[src/vbus_path_regs.svh]
// timing counts, reset values and window constants of the bus power path control
`ifndef VBUS_PATH_REGS_SVH
`define VBUS_PATH_REGS_SVH

// ----------------------------------------------------------------------------
// clock and time base
// ----------------------------------------------------------------------------
`define REF_CLK_HZ            250000000
`define MS_PER_S              1000
`define MS_TICK_CYCLES        (`REF_CLK_HZ / `MS_PER_S)

// ----------------------------------------------------------------------------
// durations in milliseconds; transition and zero time are reset values before the nvm reload, fault recovery is fixed
// ----------------------------------------------------------------------------
`define PROFILE_TRANSITION_MS 10'd280
`define ZERO_V_TIME_MS        10'd100
`define FAULT_RECOVERY_MS     10'd30

// ----------------------------------------------------------------------------
// valid window, in percent of the nominal voltage
// ----------------------------------------------------------------------------
`define PCT_SCALE             17'd100
`define WINDOW_BASE_PCT       17'd5
`define SHIFT_RST             4'h0

// ----------------------------------------------------------------------------
// check enables before the nvm reload
// ----------------------------------------------------------------------------
`define UVLO_EN_RST           1'b0
`define OVLO_EN_RST           1'b0
`define WINDOW_EN_RST         1'b1
`define DISCHARGE_EN_RST      1'b1

`endif

[src/vbus_path_pkg.sv]
// types shared by the bus power path control
package vbus_path_pkg;

   // ----------------------------------------------------------------------------
   // attach state reported by the type-c state machine
   // ----------------------------------------------------------------------------
   typedef enum logic [2:0] {
      unattached_state,
      attach_wait_state,
      attached_as_source,
      debug_acc_unoriented_state,
      debug_acc_oriented_state,
      audio_acc_state,
      other_state
   } typec_state_e;

   // ----------------------------------------------------------------------------
   // power path sequencer states
   // ----------------------------------------------------------------------------
   typedef enum {
      pp_idle,
      pp_attach_check,
      pp_settle,
      pp_on,
      pp_fault,
      pp_detach_discharge
   } pp_state_e;

   // ----------------------------------------------------------------------------
   // nonvolatile defaults, presented by the nvm shadow
   // ----------------------------------------------------------------------------
   typedef struct packed {
      logic [3:0] hi_shift;
      logic [3:0] lo_shift;
      logic [9:0] transition_ms;
      logic [9:0] zero_ms;
      logic       uvlo_en;
      logic       ovlo_en;
      logic       window_en;
      logic       discharge_en;
   } nvm_cfg_s;

   // ----------------------------------------------------------------------------
   // runtime values written by software
   // ----------------------------------------------------------------------------
   typedef struct packed {
      logic [3:0] hi_shift;
      logic [3:0] lo_shift;
      logic [9:0] transition_ms;
      logic [9:0] zero_ms;
      logic       uvlo_en;
      logic       ovlo_en;
   } sw_cfg_s;

endpackage : vbus_path_pkg

[src/interval_timer.sv]
// millisecond interval timer with its own divider from the reference clock
`include "vbus_path_regs.svh"

module interval_timer #(
   parameter int unsigned MS_CYCLES = `MS_TICK_CYCLES
) (
   // clock and reset
   input  wire logic       ref_clk,
   input  wire logic       sys_rst,
   // control
   input  wire logic       start,
   input  wire logic [9:0] duration_ms,
   // status
   output logic            busy,
   output logic            done
);

   logic [17:0] div_cnt;
   logic [17:0] next_div_cnt;
   logic [9:0]  ms_left;
   logic [9:0]  next_ms_left;
   logic        next_busy;
   logic        next_done;
   logic        tick;

   // ----------------------------------------------------------------------------
   // next state: a new start restarts both divider and count
   // ----------------------------------------------------------------------------
   always_comb begin
      tick         = (div_cnt == 18'(MS_CYCLES - 1));
      next_div_cnt = tick ? 18'h0 : div_cnt + 18'h1;
      next_ms_left = ms_left;
      next_busy    = busy;
      next_done    = 1'b0;
      if (start) begin
         next_div_cnt = 18'h0;
         // a zero length still lasts one tick so the caller sees done
         next_ms_left = (duration_ms == 10'h0) ? 10'h1 : duration_ms;
         next_busy    = 1'b1;
      end else if (busy && tick) begin
         next_ms_left = ms_left - 10'h1;
         if (ms_left == 10'h1) begin
            next_busy = 1'b0;
            next_done = 1'b1;
         end
      end
      if (!busy && !start) begin
         next_div_cnt = 18'h0;                       // divider idles between intervals
      end
   end

   // ----------------------------------------------------------------------------
   // registers
   // ----------------------------------------------------------------------------
   always_ff @(posedge ref_clk) begin
      if (sys_rst) begin
         div_cnt <= 18'h0;
         ms_left <= 10'h0;
         busy    <= 1'b0;
         done    <= 1'b0;
      end else begin
         div_cnt <= next_div_cnt;
         ms_left <= next_ms_left;
         busy    <= next_busy;
         done    <= next_done;
      end
   end

endmodule : interval_timer

[src/vbus_power_path_control.sv]
// bus voltage supervision, power path enable and discharge sequencing
`include "vbus_path_regs.svh"

module vbus_power_path_control #(
   parameter int unsigned MS_CYCLES = `MS_TICK_CYCLES
) (
   // clock and reset
   input  wire logic                       ref_clk,
   input  wire logic                       sys_rst,
   // type-c state machine
   input  wire vbus_path_pkg::typec_state_e typec_state,
   // measurements, 50 mV per code
   input  wire logic [9:0]                 bus_voltage_sense_in,
   input  wire logic [9:0]                 supply_voltage_in,
   // analog comparators
   input  wire logic                       supply_above_uvlo,
   input  wire logic                       supply_below_ovlo,
   input  wire logic                       bus_above_uvlo,
   // profile selection
   input  wire logic                       profile_change,
   input  wire logic [9:0]                 profile_nominal,
   // nonvolatile defaults
   input  wire vbus_path_pkg::nvm_cfg_s    nvm_cfg,
   // software writes
   input  wire logic                       sw_threshold_wr,
   input  wire logic                       sw_timing_wr,
   input  wire logic                       sw_check_wr,
   input  wire vbus_path_pkg::sw_cfg_s     sw_cfg,
   // open-drain enable pin, oe high pulls the pin low
   output logic                            source_power_enable_n_out,
   output logic                            source_power_enable_n_oe,
   // discharge paths
   output logic                            discharge_int_en,
   output logic                            discharge_ext_en,
   // to the type-c state machine
   output logic                            cc_term_remove,
   output logic                            fault_recovery_state,
   output logic                            recovery_done,
   output logic                            connection_blocked,
   // status
   output logic                            power_enable_status,
   output logic                            monitor_masked,
   output logic                            window_ok,
   output logic [9:0]                      nominal_target
);

   // ----------------------------------------------------------------------------
   // declarations
   // ----------------------------------------------------------------------------
   vbus_path_pkg::pp_state_e state;
   vbus_path_pkg::pp_state_e next_state;

   logic       reload;
   logic       next_reload;
   logic [3:0] hi_shift;
   logic [3:0] next_hi_shift;
   logic [3:0] lo_shift;
   logic [3:0] next_lo_shift;
   logic [9:0] transition_ms;
   logic [9:0] next_transition_ms;
   logic [9:0] zero_ms;
   logic [9:0] next_zero_ms;
   logic       uvlo_en;
   logic       next_uvlo_en;
   logic       ovlo_en;
   logic       next_ovlo_en;
   logic       window_en;
   logic       next_window_en;
   logic       discharge_en;
   logic       next_discharge_en;

   logic [9:0] next_nominal_target;
   logic       lowering;
   logic       next_lowering;
   logic       next_enable_oe;
   logic       next_discharge;
   logic       next_cc_term_remove;
   logic       next_fault_state;
   logic       next_recovery_done;
   logic       next_blocked;
   logic       next_masked;
   logic       next_window_ok;

   logic       attached;
   logic       supply_ok;
   logic       bus_ok;
   logic [9:0] mon_code;
   logic [16:0] mon_x100;
   logic [16:0] high_limit;
   logic [16:0] low_limit;
   logic       in_window;

   logic       timer_start;
   logic [9:0] timer_len;
   logic       timer_done;

   // ----------------------------------------------------------------------------
   // interval timer shared by transition, discharge and recovery
   // ----------------------------------------------------------------------------
   interval_timer #(
      .MS_CYCLES   (MS_CYCLES)
   ) u_timer (
      .ref_clk     (ref_clk),
      .sys_rst     (sys_rst),
      .start       (timer_start),
      .duration_ms (timer_len),
      .busy        (),
      .done        (timer_done)
   );

   // ----------------------------------------------------------------------------
   // configuration: nvm reload after reset, runtime software writes
   // ----------------------------------------------------------------------------
   always_comb begin
      next_reload        = 1'b0;
      next_hi_shift      = hi_shift;
      next_lo_shift      = lo_shift;
      next_transition_ms = transition_ms;
      next_zero_ms       = zero_ms;
      next_uvlo_en       = uvlo_en;
      next_ovlo_en       = ovlo_en;
      next_window_en     = window_en;
      next_discharge_en  = discharge_en;
      if (reload) begin
         // first cycle after reset takes every default from the nvm shadow
         next_hi_shift      = nvm_cfg.hi_shift;
         next_lo_shift      = nvm_cfg.lo_shift;
         next_transition_ms = nvm_cfg.transition_ms;
         next_zero_ms       = nvm_cfg.zero_ms;
         next_uvlo_en       = nvm_cfg.uvlo_en;
         next_ovlo_en       = nvm_cfg.ovlo_en;
         next_window_en     = nvm_cfg.window_en;
         next_discharge_en  = nvm_cfg.discharge_en;
      end else begin
         // thresholds only follow software while the port is attached
         if (sw_threshold_wr && attached) begin
            next_hi_shift = sw_cfg.hi_shift;
            next_lo_shift = sw_cfg.lo_shift;
         end
         if (sw_timing_wr) begin
            next_transition_ms = sw_cfg.transition_ms;
            next_zero_ms       = sw_cfg.zero_ms;
         end
         if (sw_check_wr) begin
            next_uvlo_en = sw_cfg.uvlo_en;
            next_ovlo_en = sw_cfg.ovlo_en;
         end
      end
   end

   always_ff @(posedge ref_clk) begin
      if (sys_rst) begin
         reload        <= 1'b1;
         hi_shift      <= `SHIFT_RST;
         lo_shift      <= `SHIFT_RST;
         transition_ms <= `PROFILE_TRANSITION_MS;
         zero_ms       <= `ZERO_V_TIME_MS;
         uvlo_en       <= `UVLO_EN_RST;
         ovlo_en       <= `OVLO_EN_RST;
         window_en     <= `WINDOW_EN_RST;
         discharge_en  <= `DISCHARGE_EN_RST;
      end else begin
         reload        <= next_reload;
         hi_shift      <= next_hi_shift;
         lo_shift      <= next_lo_shift;
         transition_ms <= next_transition_ms;
         zero_ms       <= next_zero_ms;
         uvlo_en       <= next_uvlo_en;
         ovlo_en       <= next_ovlo_en;
         window_en     <= next_window_en;
         discharge_en  <= next_discharge_en;
      end
   end

   // ----------------------------------------------------------------------------
   // condition checks
   // ----------------------------------------------------------------------------
   // multiply instead of divide: compare v*100 against nominal*(100 +/- pct)
   always_comb begin
      attached   = (typec_state == vbus_path_pkg::attached_as_source) ||
                   (typec_state == vbus_path_pkg::debug_acc_unoriented_state) ||
                   (typec_state == vbus_path_pkg::debug_acc_oriented_state);
      supply_ok  = (!uvlo_en || supply_above_uvlo) &&
                   (!ovlo_en || supply_below_ovlo);
      mon_code   = source_power_enable_n_oe ? bus_voltage_sense_in
                                            : supply_voltage_in;
      mon_x100   = 17'(mon_code) * `PCT_SCALE;
      high_limit = 17'(nominal_target) *
                   (`PCT_SCALE + `WINDOW_BASE_PCT + 17'(hi_shift));
      low_limit  = 17'(nominal_target) *
                   (`PCT_SCALE - `WINDOW_BASE_PCT - 17'(lo_shift));
      in_window  = (mon_x100 <= high_limit) && (mon_x100 >= low_limit);
      bus_ok     = window_en ? in_window : bus_above_uvlo;
   end

   // ----------------------------------------------------------------------------
   // power path sequencer
   // ----------------------------------------------------------------------------
   always_comb begin
      next_state          = state;
      next_nominal_target = nominal_target;
      next_lowering       = lowering;
      next_recovery_done  = 1'b0;
      timer_start         = 1'b0;
      timer_len           = transition_ms;
      case (state)
         vbus_path_pkg::pp_idle: begin
            if (attached && !reload) begin
               next_nominal_target = profile_nominal;
               next_lowering       = 1'b0;
               next_state          = vbus_path_pkg::pp_attach_check;
            end
         end
         vbus_path_pkg::pp_attach_check: begin
            // enable waits here, held off, while any check fails
            if (!attached) begin
               timer_start = 1'b1;
               timer_len   = zero_ms;
               next_state  = vbus_path_pkg::pp_detach_discharge;
            end else if (supply_ok && bus_ok) begin
               timer_start = 1'b1;
               next_state  = vbus_path_pkg::pp_settle;
            end
         end
         vbus_path_pkg::pp_settle, vbus_path_pkg::pp_on: begin
            if (!attached) begin
               timer_start = 1'b1;
               timer_len   = zero_ms;
               next_state  = vbus_path_pkg::pp_detach_discharge;
            end else if (!supply_ok ||
                         (state == vbus_path_pkg::pp_on && !bus_ok)) begin
               timer_start = 1'b1;
               timer_len   = `FAULT_RECOVERY_MS;
               next_state  = vbus_path_pkg::pp_fault;
            end else if (profile_change) begin
               // a new profile restarts the mask even mid transition
               next_nominal_target = profile_nominal;
               next_lowering       = (profile_nominal < nominal_target);
               timer_start         = 1'b1;
               next_state          = vbus_path_pkg::pp_settle;
            end else if (state == vbus_path_pkg::pp_settle && timer_done) begin
               next_lowering = 1'b0;
               next_state    = vbus_path_pkg::pp_on;
            end
         end
         vbus_path_pkg::pp_fault: begin
            if (timer_done) begin
               next_recovery_done = 1'b1;
               next_state         = vbus_path_pkg::pp_idle;
            end
         end
         vbus_path_pkg::pp_detach_discharge: begin
            // discharge runs to its end even if a partner returns meanwhile
            if (timer_done) begin
               next_state = vbus_path_pkg::pp_idle;
            end
         end
         default: begin
            next_state = vbus_path_pkg::pp_idle;
         end
      endcase
   end

   // ----------------------------------------------------------------------------
   // registered outputs, decoded from the next state; window_ok from the current supply and bus checks
   // ----------------------------------------------------------------------------
   always_comb begin
      next_enable_oe = (next_state == vbus_path_pkg::pp_settle) ||
                       (next_state == vbus_path_pkg::pp_on);
      next_discharge = discharge_en &&
                       ((next_state == vbus_path_pkg::pp_detach_discharge) ||
                        (next_state == vbus_path_pkg::pp_fault) ||
                        (next_state == vbus_path_pkg::pp_settle &&
                         next_lowering));
      next_cc_term_remove = (next_state == vbus_path_pkg::pp_fault);
      next_fault_state    = (next_state == vbus_path_pkg::pp_fault);
      next_blocked        = (next_state == vbus_path_pkg::pp_attach_check);
      next_masked         = (next_state == vbus_path_pkg::pp_settle);
      next_window_ok      = supply_ok && bus_ok;
   end

   always_ff @(posedge ref_clk) begin
      if (sys_rst) begin
         state                     <= vbus_path_pkg::pp_idle;
         nominal_target            <= 10'h0;
         lowering                  <= 1'b0;
         source_power_enable_n_out <= 1'b0;     // open drain: only ever pulls low
         source_power_enable_n_oe  <= 1'b0;
         power_enable_status       <= 1'b0;
         discharge_int_en          <= 1'b0;
         discharge_ext_en          <= 1'b0;
         cc_term_remove            <= 1'b0;
         fault_recovery_state      <= 1'b0;
         recovery_done             <= 1'b0;
         connection_blocked        <= 1'b0;
         monitor_masked            <= 1'b0;
         window_ok                 <= 1'b0;
      end else begin
         state                     <= next_state;
         nominal_target            <= next_nominal_target;
         lowering                  <= next_lowering;
         source_power_enable_n_out <= 1'b0;
         source_power_enable_n_oe  <= next_enable_oe;
         power_enable_status       <= next_enable_oe;
         discharge_int_en          <= next_discharge;
         discharge_ext_en          <= next_discharge;
         cc_term_remove            <= next_cc_term_remove;
         fault_recovery_state      <= next_fault_state;
         recovery_done             <= next_recovery_done;
         connection_blocked        <= next_blocked;
         monitor_masked            <= next_masked;
         window_ok                 <= next_window_ok;
      end
   end

endmodule : vbus_power_path_control

[config.mk]
export PLATFORM = sky130hd
export DESIGN_NAME = vbus_power_path_control
export DESIGN_NICKNAME = d
export VERILOG_FILES = /design/src/vbus_path_pkg.sv /design/src/interval_timer.sv /design/src/vbus_power_path_control.sv
export VERILOG_INCLUDE_DIRS = /design/src
export SDC_FILE = /design/constraint.sdc
export NUM_CORES = 1
export LEC_CHECK = 0
export ABC_AREA = 0
export BUFFER_PORTS_ARGS = -buffer_cell sky130_fd_sc_hd__buf_4
export CAP_MARGIN = 5
export CORE_ASPECT_RATIO = 1.25
export CORE_UTILIZATION = 65
export DETAILED_ROUTE_END_ITERATION = 12
export GPL_ROUTABILITY_DRIVEN = 0
export PLACE_DENSITY = 0.88
export RECOVER_POWER = 50
export SYNTH_ARGS = -nofsm -noshare
export SYNTH_HDL_FRONTEND = slang
export SYNTH_SLANG_ARGS = --single-unit
export TNS_END_PERCENT = 10
[constraint.sdc]
create_clock -name ref_clk -period 16.7 [get_ports ref_clk]
set_input_delay 1.67 -clock ref_clk [delete_from_list [all_inputs] [get_ports ref_clk]]
set_output_delay 1.67 -clock ref_clk [all_outputs]
set_load 0.005 [all_outputs]
Word level (Yosys, flattened, before mapping)
Cells that the tools add are included.
{"block": "op_classes", "n_mux": 53, "add_sub_neg": 4, "n_lt_le_gt_ge": 3, "n_eq_ne": 21, "bitwise_logic": 2, "multipliers": 3, "n_reduce_logical": 41}
{"operator": "2-to-1 mux 32 bit", "n": 8}
{"operator": "== test 32 x 3 -> 1 bit, second input constant", "n": 6}
{"operator": "2-to-1 mux 10 bit", "n": 15}
{"operator": "one-hot mux 32 bit (4 select lines)", "n": 1}
{"operator": "== test 32 x 2 -> 1 bit, second input constant", "n": 3}
{"operator": "== test 32 x 4 -> 1 bit, second input constant", "n": 2}
{"operator": "one-hot mux 10 bit (2 select lines)", "n": 2}
{"operator": "== test 32 x 1 -> 1 bit, second input constant", "n": 1}
{"operator": "zero test 32 bit", "n": 1}
{"operator": "2-to-1 mux 1 bit", "n": 21}
{"operator": "adder 18 x 1 -> 18 bit, second input constant", "n": 1}
{"operator": "== test 18 bit, second input constant", "n": 1}
{"operator": "greater-or-equal comparator 17 bit", "n": 1}
{"operator": "<= comparator 17 bit", "n": 1}
{"operator": "multiplier 10 x 8 -> 17 bit", "n": 1}
{"operator": "multiplier 11 x 8 -> 17 bit", "n": 1}
{"operator": "2-to-1 mux 4 bit", "n": 4}
{"operator": "multiplier 10 x 5 -> 15 bit, second input constant", "n": 1}
{"operator": "nonzero test 2 bit", "n": 6}
{"operator": "logical AND 1 bit", "n": 11}
{"operator": "== test 10 x 1 -> 1 bit, second input constant", "n": 1}
{"operator": "zero test 10 bit", "n": 1}
{"operator": "less-than comparator 10 bit", "n": 1}
{"operator": "subtractor 10 x 1 -> 10 bit, second input constant", "n": 1}
{"operator": "other kinds (14)", "n": 35}
{"block": "word_totals", "word_cells": 150, "output_inout_bits": 21, "input_bits": 104, "ff_bits": 113}

Longest topological paths before layout
Gate-level depths: netlist (run 1).
{"block": "depth", "depth_word": 15, "depth_mapped": 30}

By module
A second synthesis (run 1) with hierarchy kept.
{"block": "hier_totals", "cells_unflattened": 1225, "area_unflattened_um2": 10821.6}
{"module": "vbus_power_path_control", "n_inst": 1, "area_per_inst_um2": 9241.4, "cells_per_inst": 1034}
{"module": "interval_timer", "n_inst": 1, "area_per_inst_um2": 1580.3, "cells_per_inst": 191}

Least setup slack after synthesis (run 1)
Ideal clock, no wire load.
{"block": "synth_path", "path_kind": "input -> register", "startpoint": "input bus_voltage_sense_in[3]", "endpoint": "register u_timer.div_cnt[10]", "cell_stages": 25, "n_path_buf": 1, "setup_ns": 0.064, "t_required_ns": 16.636, "t_arrival_ns": 6.657, "slack_ns": 9.979, "cell_sequence": "mux2_2 > ha_1 > ha_1 > inv_1 > fa_1 > inv_1 > ha_1 > nor2b_1 > o21ai_0 > a21boi_0 > o21ai_0 > nand2_1 > a21oi_1 > o21ai_0 > a2111oi_0 > nand3b_1 > ha_1 > and3_1 > a221o_1 > a2bb2oi_1 > o2111ai_1 > o2bb2ai_1 > nand3b_1 > buf_2 > nor2_1"}
{"block": "synth_between", "elab_chain_len": 14, "word_cells_on_any_way": 18, "classes_between": "1 x mul; 2 x order compare; 7 x mux; 8 x reduce/logical"}
{"item": "start: declaration", "line_no": "vbus_power_path_control.sv:13", "rtl": "input wire logic [9:0] bus_voltage_sense_in,"}
{"item": "2-to-1 mux 10 bit (*)", "line_no": "vbus_power_path_control.sv:185", "rtl": "mon_code = source_power_enable_n_oe ? bus_voltage_sense_in"}
{"item": "multiplier 10 x 5 -> 15 bit (no line) (*)"}
{"item": "<= comparator 17 bit or greater-or-equal comparator 17 bit (tied branches)", "line_no": "vbus_power_path_control.sv:192", "rtl": "in_window = (mon_x100 <= high_limit) && (mon_x100 >= low_limit);"}
{"item": "logical AND 1 bit (*)", "line_no": "vbus_power_path_control.sv:192"}
{"item": "2-to-1 mux 1 bit (*)", "line_no": "vbus_power_path_control.sv:193", "rtl": "bus_ok = window_en ? in_window : bus_above_uvlo;"}
{"item": "zero test 1 bit", "line_no": "vbus_power_path_control.sv:231", "rtl": "(state == vbus_path_pkg::pp_on && !bus_ok)) begin"}
{"item": "logical AND 1 bit", "line_no": "vbus_power_path_control.sv:231"}
{"item": "logical OR 1 bit", "line_no": "vbus_power_path_control.sv:230", "rtl": "end else if (!supply_ok ||"}
{"item": "2-to-1 mux 1 bit", "line_no": "vbus_power_path_control.sv:230"}
{"item": "2-to-1 mux 1 bit", "line_no": "vbus_power_path_control.sv:226", "rtl": "if (!attached) begin"}
{"item": "one-hot mux 1 bit (2 select lines) (*)", "line_no": "vbus_power_path_control.sv:206", "rtl": "case (state)"}
{"item": "zero test 1 bit", "line_no": "interval_timer.sv:47", "rtl": "if (!busy && !start) begin"}
{"item": "logical AND 1 bit", "line_no": "interval_timer.sv:47"}
{"item": "OR reduction 4 bit (no line) (*)"}
{"item": "end signal: assignment", "line_no": "interval_timer.sv:62", "rtl": "div_cnt <= next_div_cnt;"}
{"item": "end: declaration", "line_no": "interval_timer.sv:18", "rtl": "logic [17:0] div_cnt;"}
Mark *: on every way between the ends. The rest lies on a longest branch, timed or not.
A chain may end at the register's enable or synchronous reset.

Worst setup path after layout (run 1)
{"block": "layout_path", "startpoint": "register hi_shift[0]", "endpoint": "register u_timer.div_cnt[9]"}
{"block": "layout_between", "elab_chain_len": 14, "word_cells_on_any_way": 17, "classes_between": "1 x add/sub; 1 x mul; 1 x order compare; 6 x mux; 8 x reduce/logical"}
{"item": "start: declaration", "line_no": "vbus_power_path_control.sv:55", "rtl": "logic [3:0] hi_shift;"}
{"item": "start signal: assignment", "line_no": "vbus_power_path_control.sv:154", "rtl": "hi_shift <= `SHIFT_RST;"}
{"item": "start signal: assignment", "line_no": "vbus_power_path_control.sv:164", "rtl": "hi_shift <= next_hi_shift;"}
{"item": "adder 7 x 4 -> 8 bit (no line) (*)"}
{"item": "multiplier 10 x 8 -> 17 bit (*)", "line_no": "vbus_power_path_control.sv:188", "rtl": "high_limit = 17'(nominal_target) *"}
{"item": "<= comparator 17 bit (*)", "line_no": "vbus_power_path_control.sv:192"}
{"item": "logical AND 1 bit (*)", "line_no": "vbus_power_path_control.sv:192"}
{"item": "2-to-1 mux 1 bit (*)", "line_no": "vbus_power_path_control.sv:193"}
{"item": "zero test 1 bit", "line_no": "vbus_power_path_control.sv:231"}
{"item": "logical AND 1 bit", "line_no": "vbus_power_path_control.sv:231"}
{"item": "logical OR 1 bit", "line_no": "vbus_power_path_control.sv:230"}
{"item": "2-to-1 mux 1 bit", "line_no": "vbus_power_path_control.sv:230"}
{"item": "2-to-1 mux 1 bit", "line_no": "vbus_power_path_control.sv:226"}
{"item": "one-hot mux 1 bit (2 select lines) (*)", "line_no": "vbus_power_path_control.sv:206"}
{"item": "zero test 1 bit", "line_no": "interval_timer.sv:47"}
{"item": "logical AND 1 bit", "line_no": "interval_timer.sv:47"}
{"item": "OR reduction 4 bit (no line) (*)"}
Marks and branches as above.

==> out/metrics.yaml, run 1 <==
clock_tree:
  cts_buffers: 17
  cts.sinks: 113
  insertion_delay_ns: 0.41
  path_clk_slew_ns: 0.05
  cts_hold_buf: 0
  postCtsSetupRepairBufs: 0
  cts_max_path_buffers: 2
  cts_resized: 0
  cts_tree: "done"
  cts_root_buf: "clkbuf_16"
  cts-htree-levels: 4
drt:
  drt_wl_total_um: 25200
  postRouteAntennaNets: 0
  num_vias: 8837
  drc_errors: 0
  drt_iter0_markers: 408
  firstDrtPassIters: 5
  vias_per_cell: 5.65
  wl_per_cell_um: 16.1
sta:
  setup_viol: 0
  clock.fmax_ghz: 0.127
  hold_viol: 0
  slew_viol_final: 58
  fin_ws_ns: 8.82
  period_needed_ns: 7.88
  fin_skew_ns: 0.00996
  slew_headroom_pct: -71.2
  max_slew.worst_pin.slew_ns: 2.57
  tns_ns: 0
  rsz0062_at_grt: "false"
  fin_crit_sh_pct: 47.2
outcome:
  violations: "max-capacitance violations, max-slew violations"
  status: "finished with violations"
final_layout:
  syn_to_final_growth_pct: 16.0
  drive_above_1_share_pct: 13.8
  post-route-util_pct: 78.3
  finalNetCount: 1676
  nFillCells: 1032
  multi_input_area_mm2: 0.00764
  register_area_mm2: 0.00226
  diodes: 0
synthesis:
  synthDistinctLibCells: 74
  ys_seq_area_share_pct: 21.3
  avgSynthCellArea_um2: 8.86
  synth_area_mm2: 0.0106
  synth_seq_cells: 113
  synth_edf_count: 0
  synth-async-reset-ratio_pct: 0
  synth_cells: 1201
  ys.flop_type: "dfxtp_1"
  yosys_warnings: 0
critical_path:
  crit_type: "reg -> reg"
  crit_path_end_kind: "flip-flop"
  worst_ep_required_time_ns: 16.96
  reg2reg_depth: 27
  critPathLaunchType: "flip-flop"
  cp.arrival_ns: 8.14
  critical_path.max_fanout: 23
placed_design:
  portBuffers: 123
  dp_slack_ns: 8.91
  dp_hpwl_um: 19800
die:
  dieHeight_um: 145
  fp-row-count: 51
  pin_count: 125
  die_x_um: 116
  die_area_mm2: 0.0169
  core-area_mm2: 0.0158
  start_util_pct: 67.5
global_route:
  antenna_found_initial: 0
  use_met2_pct: 57.6
  use_met1_pct: 34.4
  grt_max_degree: 58
  met3_usage_pct: 4.64
  track_usage_pct: 31.7
  grt_pass1_wl_um: 42100
  grt_pass1_vias: 9351
  overflow: 0
  grt-busiest-layer: "met2"
flow_run:
  drv_cap: 1
min_path:
  hp-class: "reg -> reg"
  holdPathStages: 2
power:
  peakVddDrop_mv: 0.0895
  powerDensity_mw_per_mm2: 66.1
  p_leak_nw: 6.32
  power_uw: 815
-- placed cells by master (no fill, tap or decap), types with 6 or more instances in the layout --
cell type and count:
a211oi_1 15, a21o_1 20, a21oi_1 50, and2_1 29
and3_1 6, buf_4 106, clkbuf_1 6, clkbuf_16 17
clkbuf_4 14, clkinvlp_4 7, conb_1 30, dfxtp_1 112
fa_1 75, ha_1 158, inv_1 181, mux2_2 15
mux2i_1 52, nand2_1 39, nand2b_1 23, nand3_1 26
nand4_1 10, nor2_1 144, nor2b_1 14, nor3_1 20
nor4_1 16, o21ai_0 18, or3_1 6, xnor2_1 27
xor2_1 31
-- synthesized netlist by cell type, types with 16 or more instances --
cell type	instances	share of area, %
a21o_1	20	1.4
a21oi_1	50	2.4
and2_1	29	1.7
clkbuf_1	22	0.78
dfxtp_1	113	21
fa_1	75	14
ha_1	158	19
inv_1	181	6.4
mux2i_1	52	4.9
nand2_1	39	1.4
nand2b_1	23	1.4
nand3_1	26	1.2
nor2_1	144	5.1
nor3_1	20	0.94
nor4_1	16	0.94
o21ai_0	18	0.85
xnor2_1	27	2.2
xor2_1	31	2.6
-- layout make-up --
cell class              instances  share of cell area [%]
multi-input cells             901                    62.0
inverters                     181                    5.51
repair buffers                125                    7.45
clock buffers                  20                    3.70
well taps                     212                    2.15
clock inverters                12                   0.892
flip-flops and latches        113                    18.3
-- flip-flops by register name, indices dropped and copies added (netlist names), 4 cells and up --
signal,flops
state,32
u_timer.div_cnt,18
nominal_target,10
transition_ms,10
u_timer.ms_left,10
zero_ms,10
hi_shift,4
lo_shift,4
-- through the flow --
| stage | cells | area [um^2] | hold WS [ns] |
|---|---|---|---|
| after floorplan | 1230 | 10700 | 0.426 |
| after global placement | 1532 | 11800 | 0.435 |
| after detailed placement | 1532 | 11800 | 0.460 |
| after CTS | 1564 | 12400 | 0.466 |
| after global routing | 1564 | 12300 | 0.495 |
| final | 1564 | 12300 | 0.467 |
-- path summary, 6_finish.rpt --
| check | from | end | slack, ns |
|---|---|---|---|
| max reg2reg | hi_shift[0] | u_timer.div_cnt[9] | 8.82 |
| min reg2reg | u_timer.busy | u_timer.busy | 0.47 |
| min | u_timer.busy | u_timer.busy | 0.47 |
| max | hi_shift[0] | u_timer.div_cnt[9] | 8.82 |
-- metal layers --
metal	wire length (um)	part of all wire [%]	vias to the layer above
li1	-	-	4267
met1	9510	38	4170
met2	13300	53	308
met3	1240	4.9	92
met4	1210	4.8	0
met5	0	0	-
-- logic make-up (layout without fill, tap and decap cells) --
| logic type | after synthesis | in the layout | share of synthesized area, % |
|---|---|---|---|
| adder cells (fa/ha/maj) | 233 | 233 | 32.7 |
| buffers and inverters | 216 | 338 | 7.90 |
| XOR/XNOR | 58 | 58 | 4.78 |
| other | 1 | 30 | 0.0353 |
| flip-flops | 113 | 113 | 21.3 |
| multiplexers | 69 | 69 | 6.76 |
| AND/OR/NAND/NOR | 362 | 362 | 17.2 |
| AO/OA/AOI/OAI | 149 | 149 | 9.33 |
-- critical path, cell delays in order (launching register included) --
cell and delay (ns):
dfxtp_1 0.57, ha_1 0.25, xor2_1 0.45, and2_1 0.23, fa_1 0.42, fa_1 0.52
fa_1 0.55, inv_1 0.06, fa_1 0.52, inv_1 0.05, ha_1 0.33, or2_2 0.32
o311a_1 0.15, o311ai_0 0.47, nand2b_1 0.10, a21oi_1 0.19, xnor2_1 0.16, ha_1 0.29
nand4_1 0.08, nor2_1 0.05, o21ai_0 0.07, o211ai_1 0.14, a2bb2oi_1 0.52, o2111ai_1 0.20
o2bb2ai_1 0.15, buf_4 0.21, nand3b_1 0.55, nor2_1 0.12
-- report_power, final --
part	internal [mW]	total (mW)	switching, mW
Sequential	0.280	0.289	0.00944
Clock	0.212	0.342	0.130
Combinational	0.0851	0.184	0.0991
No activity file was read; power rests on OpenSTA's default activity.
==> run 2, diff against run 1 <==
--- a/config.mk
+++ b/config.mk
@@ -6,14 +6,14 @@
 export SDC_FILE = /design/constraint.sdc
 export NUM_CORES = 1
 export LEC_CHECK = 0
-export ABC_AREA = 0
+export ABC_AREA = 1
 export BUFFER_PORTS_ARGS = -buffer_cell sky130_fd_sc_hd__buf_4
 export CAP_MARGIN = 5
 export CORE_ASPECT_RATIO = 1.25
-export CORE_UTILIZATION = 65
+export CORE_UTILIZATION = 61
 export DETAILED_ROUTE_END_ITERATION = 12
 export GPL_ROUTABILITY_DRIVEN = 0
-export PLACE_DENSITY = 0.88
+export PLACE_DENSITY = 0.83
 export RECOVER_POWER = 50
 export SYNTH_ARGS = -nofsm -noshare
 export SYNTH_HDL_FRONTEND = slang
==> constraint.sdc (replaced) <==
create_clock -name ref_clk -period 8.1 [get_ports ref_clk]
set_input_delay 0.81 -clock ref_clk [delete_from_list [all_inputs] [get_ports ref_clk]]
set_output_delay 0.81 -clock ref_clk [all_outputs]
set_load 0.005 [all_outputs]
==> out/metrics.yaml, run 2 <==
drt:
  firstDrtPassIters: 4  # -1
  vias_per_cell: 5.36  # -5.2%
  drt_iter0_markers: 467  # +14%
  wl_per_cell_um: 14.1  # -12%
  num_vias: 10200  # +16%
  postRouteAntennaNets: 0  # unchanged
  drc_errors: 0  # unchanged
  drt_wl_total_um: 26900  # +6.8%
synthesis:
  synth_area_mm2: 0.0112  # +5.1%
  synth-async-reset-ratio_pct: 0  # unchanged
  synth_edf_count: 0  # unchanged
  synth_cells: 1514  # +26%
  ys_top_cells_by_count: "inv_1, nand2_1, nor2_1"
  avgSynthCellArea_um2: 7.38  # -17%
  ys.flop_type: "dfxtp_1"
  yosys_warnings: 0  # unchanged
  synth_top_cells_by_area: "dfxtp_1, ha_1, fa_1, inv_1, nand2_1"
  ys_seq_area_share_pct: 20.2  # -1.0 points
  synth_seq_cells: 113  # unchanged
  synthDistinctLibCells: 53  # -28%
  synth.most_common_cell: "inv_1"
  yosysTopAreaCellShare_pct: 20.2  # -1.0 points
  yosysTopAreaCell: "dfxtp_1"
sta:
  whs_ns: 0.453  # -0.0143 ns
  hold_viol: 0  # unchanged
  clock.fmax_ghz: 0.133  # +4.9%
  slew_headroom_pct: -25.3  # +46 points
  fin_skew_ns: 0.0107  # +0.000751 ns
  tns_ns: 0  # unchanged
  setup_viol: 0  # unchanged
  slew_viol_final: 42  # -28%
  fin_crit_sh_pct: 92.7  # +46 points
  fin_ws_ns: 0.588  # -8.23 ns
  period_needed_ns: 7.51  # -0.366 ns
  rsz0062_at_grt: "false"
  max_slew.worst_pin.slew_ns: 1.88  # -0.688 ns
die:
  die_x_um: 123  # +5.7%
  pin_count: 125  # unchanged
  dieHeight_um: 153  # +5.7%
  fp-row-count: 55  # +7.8%
  core-area_mm2: 0.0180  # +14%
  start_util_pct: 62.0  # -5.5 points
  die_area_mm2: 0.0189  # +12%
critical_path:
  critical_path.max_fanout: 16  # -30%
  crit_buf_inv: 6  # +3
  r2r_setup_slack_ns: 0.59  # -8.23 ns
  critPathLaunchType: "flip-flop"
  cpPeakStageDelay_ns: 0.54  # -0.03 ns
  slowest_stage: "fa_1"
  worst_ep_required_time_ns: 8.45  # -8.51 ns
  crit_path_end_kind: "flip-flop"
  crit_top_cell: "nand2_1"
  crit_type: "reg -> reg"
  cp.arrival_ns: 7.86  # -0.28 ns
  path_delay_family: "adder cells"
placed_design:
  placed_cells: 1869  # +22%
  dp_slack_ns: 0.494  # -8.42 ns
  portBuffers: 123  # unchanged
  dp_hpwl_um: 21500  # +8.5%
  place_area_mm2: 0.0124  # +5.1%
final_layout:
  diodes: 0  # unchanged
  top_regs: "state x32, u_timer.div_cnt x18"
  stdcell_count: 1908  # +22%
  syn_to_final_growth_pct: 16.2
  largest_reg_flops: 32  # unchanged
  fin_area_mm2: 0.0130  # +5.3%
  final_common_cell: "inv_1"
  final_cell_mix: "inv_1, nand2_1, nor2_1"
  finalNetCount: 2004  # +20%
  top_register: "state"
  drive_above_1_share_pct: 13.0  # -0.72 points
  post-route-util_pct: 72.0  # -6.2 points
  nFillCells: 1448  # +40%
clock_tree:
  cts_buffers: 17  # unchanged
  insertion_delay_ns: 0.41  # about the same
  cts_root_buf: "clkbuf_16"
  cts.sinks: 113  # unchanged
  path_clk_slew_ns: 0.06  # about the same
  cts_tree: "done"
  cts_max_path_buffers: 2  # unchanged
  cts-htree-levels: 4  # unchanged
min_path:
  hp-class: "reg -> reg"
flow_run:
  drv_cap: 1  # unchanged
power:
  powerDensity_mw_per_mm2: 134  # +100%
  peakVddDrop_mv: 0.146  # +63%
  power_mw: 1.74  # +110%
  p_leak_nw: 6.87  # +8.8%
global_route:
  track_usage_pct: 30.2  # -1.6 points
  grt_max_degree: 42  # -28%
  grt_pass1_vias: 10400  # +11%
  antenna_found_initial: 0  # unchanged
  grt_pass1_wl_um: 45300  # +7.6%
  overflow: 0  # unchanged
outcome:
  status: "finished with violations"
  violations: "max-capacitance violations, max-slew violations"
==> run 2: cell count changes in the layout (fill, tap and decap cells not counted), moves of 20 or more <==
cell / before / now
and2_1: 29 / 0
inv_1: 181 / 309
mux2i_1: 52 / 0
nand2_1: 39 / 261
nand2b_1: 23 / 0
nand3_1: 26 / 75
nor2_1: 144 / 167
o21ai_0: 18 / 38
==> run 2: kinds of logic after synthesis <==
group	after synthesis	share of synthesized area, %
AND/OR/NAND/NOR	582	22.6
buffers and inverters	357	12.3
adder cells (fa/ha/maj)	233	31.1
AO/OA/AOI/OAI	173	9.19
flip-flops	113	20.2
XOR/XNOR	49	3.84
multiplexers	6	0.604
other	1	0.0336
==> run 2: path summary, 6_finish.rpt <==
kind | from | to | cells past startpoint
setup / recovery | hi_shift[0] | u_timer.div_cnt[14] | 41
hold / removal | discharge_en | discharge_ext_en | 2
setup reg to reg | hi_shift[0] | u_timer.div_cnt[14] | 41
hold reg to reg | discharge_en | discharge_ext_en | 2
==> run 2: area by class of cell <==
| type | count | area (um^2) | share of cell area, % |
|---|---|---|---|
| clock buffer | 17 | 425 | 3.28 |
| sequential | 113 | 2260 | 17.4 |
| clock inverter | 15 | 148 | 1.14 |
| inverter | 323 | 1220 | 9.40 |
| timing repair buffer | 139 | 1000 | 7.72 |
| multi-input combinational | 1073 | 7640 | 58.9 |
| tap | 228 | 285 | 2.20 |
==> run 2: worst min-delay path, cell delays in order (launching register included) <==
cell	delay [ns]
dfxtp_1	0.29
inv_1	0.06
nor3_1	0.05
==> run 2: power by group <==
group          switching (mW)  internal, mW
clock                   0.293         0.430
sequential             0.0140         0.577
combinational           0.254         0.176
==> run 2: metal layers <==
| layer | track usage, % | share of wire [%] | up-vias |
|---|---|---|---|
| met5 | 0 | 0 | - |
| met4 | 16.5 | 4.7 | 0 |
| met3 | 4.29 | 4.6 | 96 |
| met2 | 57.6 | 54 | 304 |
| met1 | 30.5 | 37 | 4785 |
| li1 | - | - | 5040 |
==> run 2: repair_timing <==
action,4_1_cts,5_1_grt
endpoints found under the setup margin,0,18
hold buffers,0,0
resized for setup,0,4
setup buffers,0,7
==> run 3, diff against run 2 <==
--- a/config.mk
+++ b/config.mk
@@ -17,5 +17,6 @@
 export RECOVER_POWER = 50
 export SYNTH_ARGS = -nofsm -noshare
 export SYNTH_HDL_FRONTEND = slang
+export SYNTH_HIERARCHICAL = 1
 export SYNTH_SLANG_ARGS = --single-unit
 export TNS_END_PERCENT = 10
==> out/metrics.yaml, run 3 <==
outcome:
  status: "finished clean"
critical_path:
  worst_ep_required_time_ns: 8.44  # about the same
  crit_type: "reg -> reg"
  slowest_stage: "fa_1"
  crit_path_end: "u_timer/ms_left[0]"
  crit_path_end_kind: "flip-flop"
  crit_top_cell: "nand2_1"
  r2r-end: "u_timer/ms_left[0]"
  critical_path.max_fanout: 9  # -7
  reg2reg_depth: 48  # +17%
  cpPeakStageDelay_ns: 0.52  # -0.02 ns
  r2r_setup_slack_ns: 0.50  # -0.09 ns
  startpoint: "hi_shift[0]"
  critPathLaunchType: "flip-flop"
  rr_startpoint: "hi_shift[0]"
  cp.arrival_ns: 7.95  # +0.09 ns
final_layout:
  final_cell_mix: "nand2_1, inv_1, nor2_1"
  stdcell_count: 1927  # +1.0%
  nFillCells: 1420  # -1.9%
  finalNetCount: 2023  # +0.95%
  top_regs: "state x32, u_timer/div_cnt x18"
  register_area_mm2: 0.00226  # unchanged
  post-route-util_pct: 72.3  # +0.26 points
  drive_above_1_share_pct: 14.1  # +1.0 points
  diodes: 0  # unchanged
  syn_to_final_growth_pct: 16.2  # about the same
  top_register: "state"
  multi_input_area_mm2: 0.00782  # +2.3%
  largest_reg_flops: 32  # unchanged
  final_common_cell: "nand2_1"
  fin_area_mm2: 0.0131  # +0.74%
die:
  die_x_um: 124  # +0.36%
  start_util_pct: 62.2  # +0.22 points
  dieHeight_um: 154  # +0.36%
  die_area_mm2: 0.0190  # +0.72%
  core-area_mm2: 0.0181  # +0.38%
  pin_count: 125  # unchanged
  fp-row-count: 55  # unchanged
sta:
  fin_crit_sh_pct: 93.9  # +1.1 points
  slew_headroom_pct: 26.9  # +52 points
  slew_viol_final: 0  # -100%
  setup_viol: 0  # unchanged
  max_slew.worst_pin.slew_ns: 1.09  # -0.787 ns
  clock.fmax_ghz: 0.132  # -1.2%
  period_needed_ns: 7.60  # +0.0911 ns
  hold_viol: 0  # unchanged
  tns_ns: 0  # unchanged
  fin_skew_ns: 0.0111  # +0.000406 ns
synthesis:
  yosysTopAreaCellShare_pct: 20.1  # -0.15 points
  synthDistinctLibCells: 52  # -1.9%
  ys.flop_type: "dfxtp_1"
  yosysTopAreaCell: "dfxtp_1"
  synth_area_mm2: 0.0113  # +0.74%
  synth_edf_count: 0  # unchanged
  ys_seq_area_share_pct: 20.1  # -0.15 points
  synth-async-reset-ratio_pct: 0  # unchanged
  synth.most_common_cell: "nand2_1"
  synth_top_cells_by_area: "dfxtp_1, ha_1, fa_1, nand2_1, inv_1"
  synth_cells: 1534  # +1.3%
  yosys_warnings: 6  # +6
  ys_top_cells_by_count: "nand2_1, inv_1, nor2_1"
  avgSynthCellArea_um2: 7.34  # -0.57%
  synth_seq_cells: 113  # unchanged
placed_design:
  placed_cells: 1895  # +1.4%
  portBuffers: 123  # unchanged
  dp_hpwl_um: 22000  # +2.4%
  place_area_mm2: 0.0125  # +0.94%
power:
  peakVddDrop_mv: 0.149  # +2.2%
  p_leak_nw: 6.82  # -0.73%
  p_seq_share_pct: 33.5  # -0.4 points
  p_int_mw: 1.19  # +0.83%
  power_frac_clock_pct: 42.2  # +0.8 points
  p_comb_share_pct: 24.3  # -0.4 points
  switching_power_uw: 576  # +2.6%
  p_sw_share_pct: 32.6  # +0.37 points
  powerDensity_mw_per_mm2: 135  # +0.64%
clock_tree:
  path_clk_slew_ns: 0.06  # about the same
  cts_buffers: 17  # unchanged
  cts.sinks: 113  # unchanged
  cts_root_buf: "clkbuf_16"
  cts_resized: 0  # unchanged
  cts_tree: "done"
  cts-htree-levels: 4  # unchanged
  cts_max_path_buffers: 2  # unchanged
  cts_hold_buf: 0  # unchanged
  insertion_delay_ns: 0.42  # about the same
  postCtsSetupRepairBufs: 0  # unchanged
drt:
  drt_iter0_markers: 443  # -5.1%
  drt_wl_total_um: 27900  # +3.6%
  num_vias: 10300  # +1.1%
  vias_per_cell: 5.36  # about the same
  postRouteAntennaNets: 0  # unchanged
  drc_errors: 0  # unchanged
  firstDrtPassIters: 5  # +1
  wl_per_cell_um: 14.5  # +2.6%
global_route:
  grt_max_degree: 33  # -21%
  track_usage_pct: 31.6  # +1.4 points
  antenna_found_initial: 0  # unchanged
  grt_pass1_vias: 10700  # +2.8%
  overflow: 0  # unchanged
  grt_pass1_wl_um: 47300  # +4.4%
flow_run:
  drv_cap: 0  # -1
min_path:
  hp-class: "reg -> reg"
run 3: changes by cell type after synthesis, sizes merged, moves of 4 or more:
cell | previous run | this run
a211oi | 2 | 12
o21ai | 55 | 46
nand3 | 78 | 62
nor2 | 182 | 192
o22ai | 1 | 9
nor3 | 23 | 19
a21oi | 74 | 67
nand2 | 265 | 329
nor4 | 8 | 0
xor2 | 32 | 25
or2 | 3 | 7
o21bai | 4 | 8
inv | 316 | 294
run 3: cells by family after synthesis:
kind of cell,after synthesis,share of synthesized area (%)
simple gates,634,24.3
flops,113,20.1
mux,7,0.689
compound gates,174,9.46
fa+ha+maj,233,30.9
buf+inv,332,11.5
xor+xnor,40,3.11
other cells,1,0.0333
run 3: layout make-up:
type	instances	share of cell area [%]
Multi-Input combinational cell	1118	59.8
Sequential cell	113	17.3
Inverter	300	8.65
Timing Repair Buffer	136	7.60
Clock buffer	17	3.25
Tap cell	228	2.18
Clock inverter	15	1.24
run 3: worst max-delay path, delay by kind of cell, from the launching register on:
family | cells | cell delay (ns)
adders and majority gates | 7 | 2.72
and+or+nand+nor | 29 | 2.96
DFF | 1 | 0.33
AOI/OAI and AO/OA | 6 | 0.92
xor gates and xnor gates | 1 | 0.10
buffers and inverters | 5 | 0.51
run 3: layer usage:
metal / routed length [um] / vias to the layer above / track usage [%]
met5: 0 / - / 0
met2: 14400 / 352 / 58.3
met1: 10400 / 4756 / 32.5
met3: 1410 / 118 / 4.64
li1: - / 5107 / -
met4: 1650 / 0 / 20.1
run 3: stage by stage:
stage | setup slack [ns] | hold slack (ns) | power [mW]
4_1_cts | 0.444 | 0.449 | 1.77
6_report | 0.497 | 0.450 | 1.77
3_3_place_gp | 0.661 | 0.434 | 1.01
5_1_grt | -0.0103 | 0.491 | 1.87
2_1_floorplan | 1.47 | 0.425 | 0.894
3_5_place_dp | 0.486 | 0.431 | 1.03
run 3: worst min path at each step:
stage | slack [ns] | cells past startpoint | endpoint | from
after floorplan | 0.42 | 2 | discharge_ext_en | discharge_en
after global placement | 0.43 | 2 | discharge_ext_en | discharge_en
after detailed placement | 0.43 | 2 | discharge_ext_en | discharge_en
after CTS | 0.45 | 2 | discharge_ext_en | discharge_en
after global routing | 0.49 | 2 | discharge_ext_en | discharge_en
final | 0.45 | 2 | discharge_ext_en | discharge_en
run 3: power groups by stage:
stage	sequential, mW	combinational, mW	clock, mW
6_report	0.592	0.430	0.746
5_1_grt	0.594	0.494	0.784
4_1_cts	0.592	0.428	0.753
3_5_place_dp	0.604	0.424	0
3_3_place_gp	0.603	0.406	0
2_1_floorplan	0.596	0.298	0
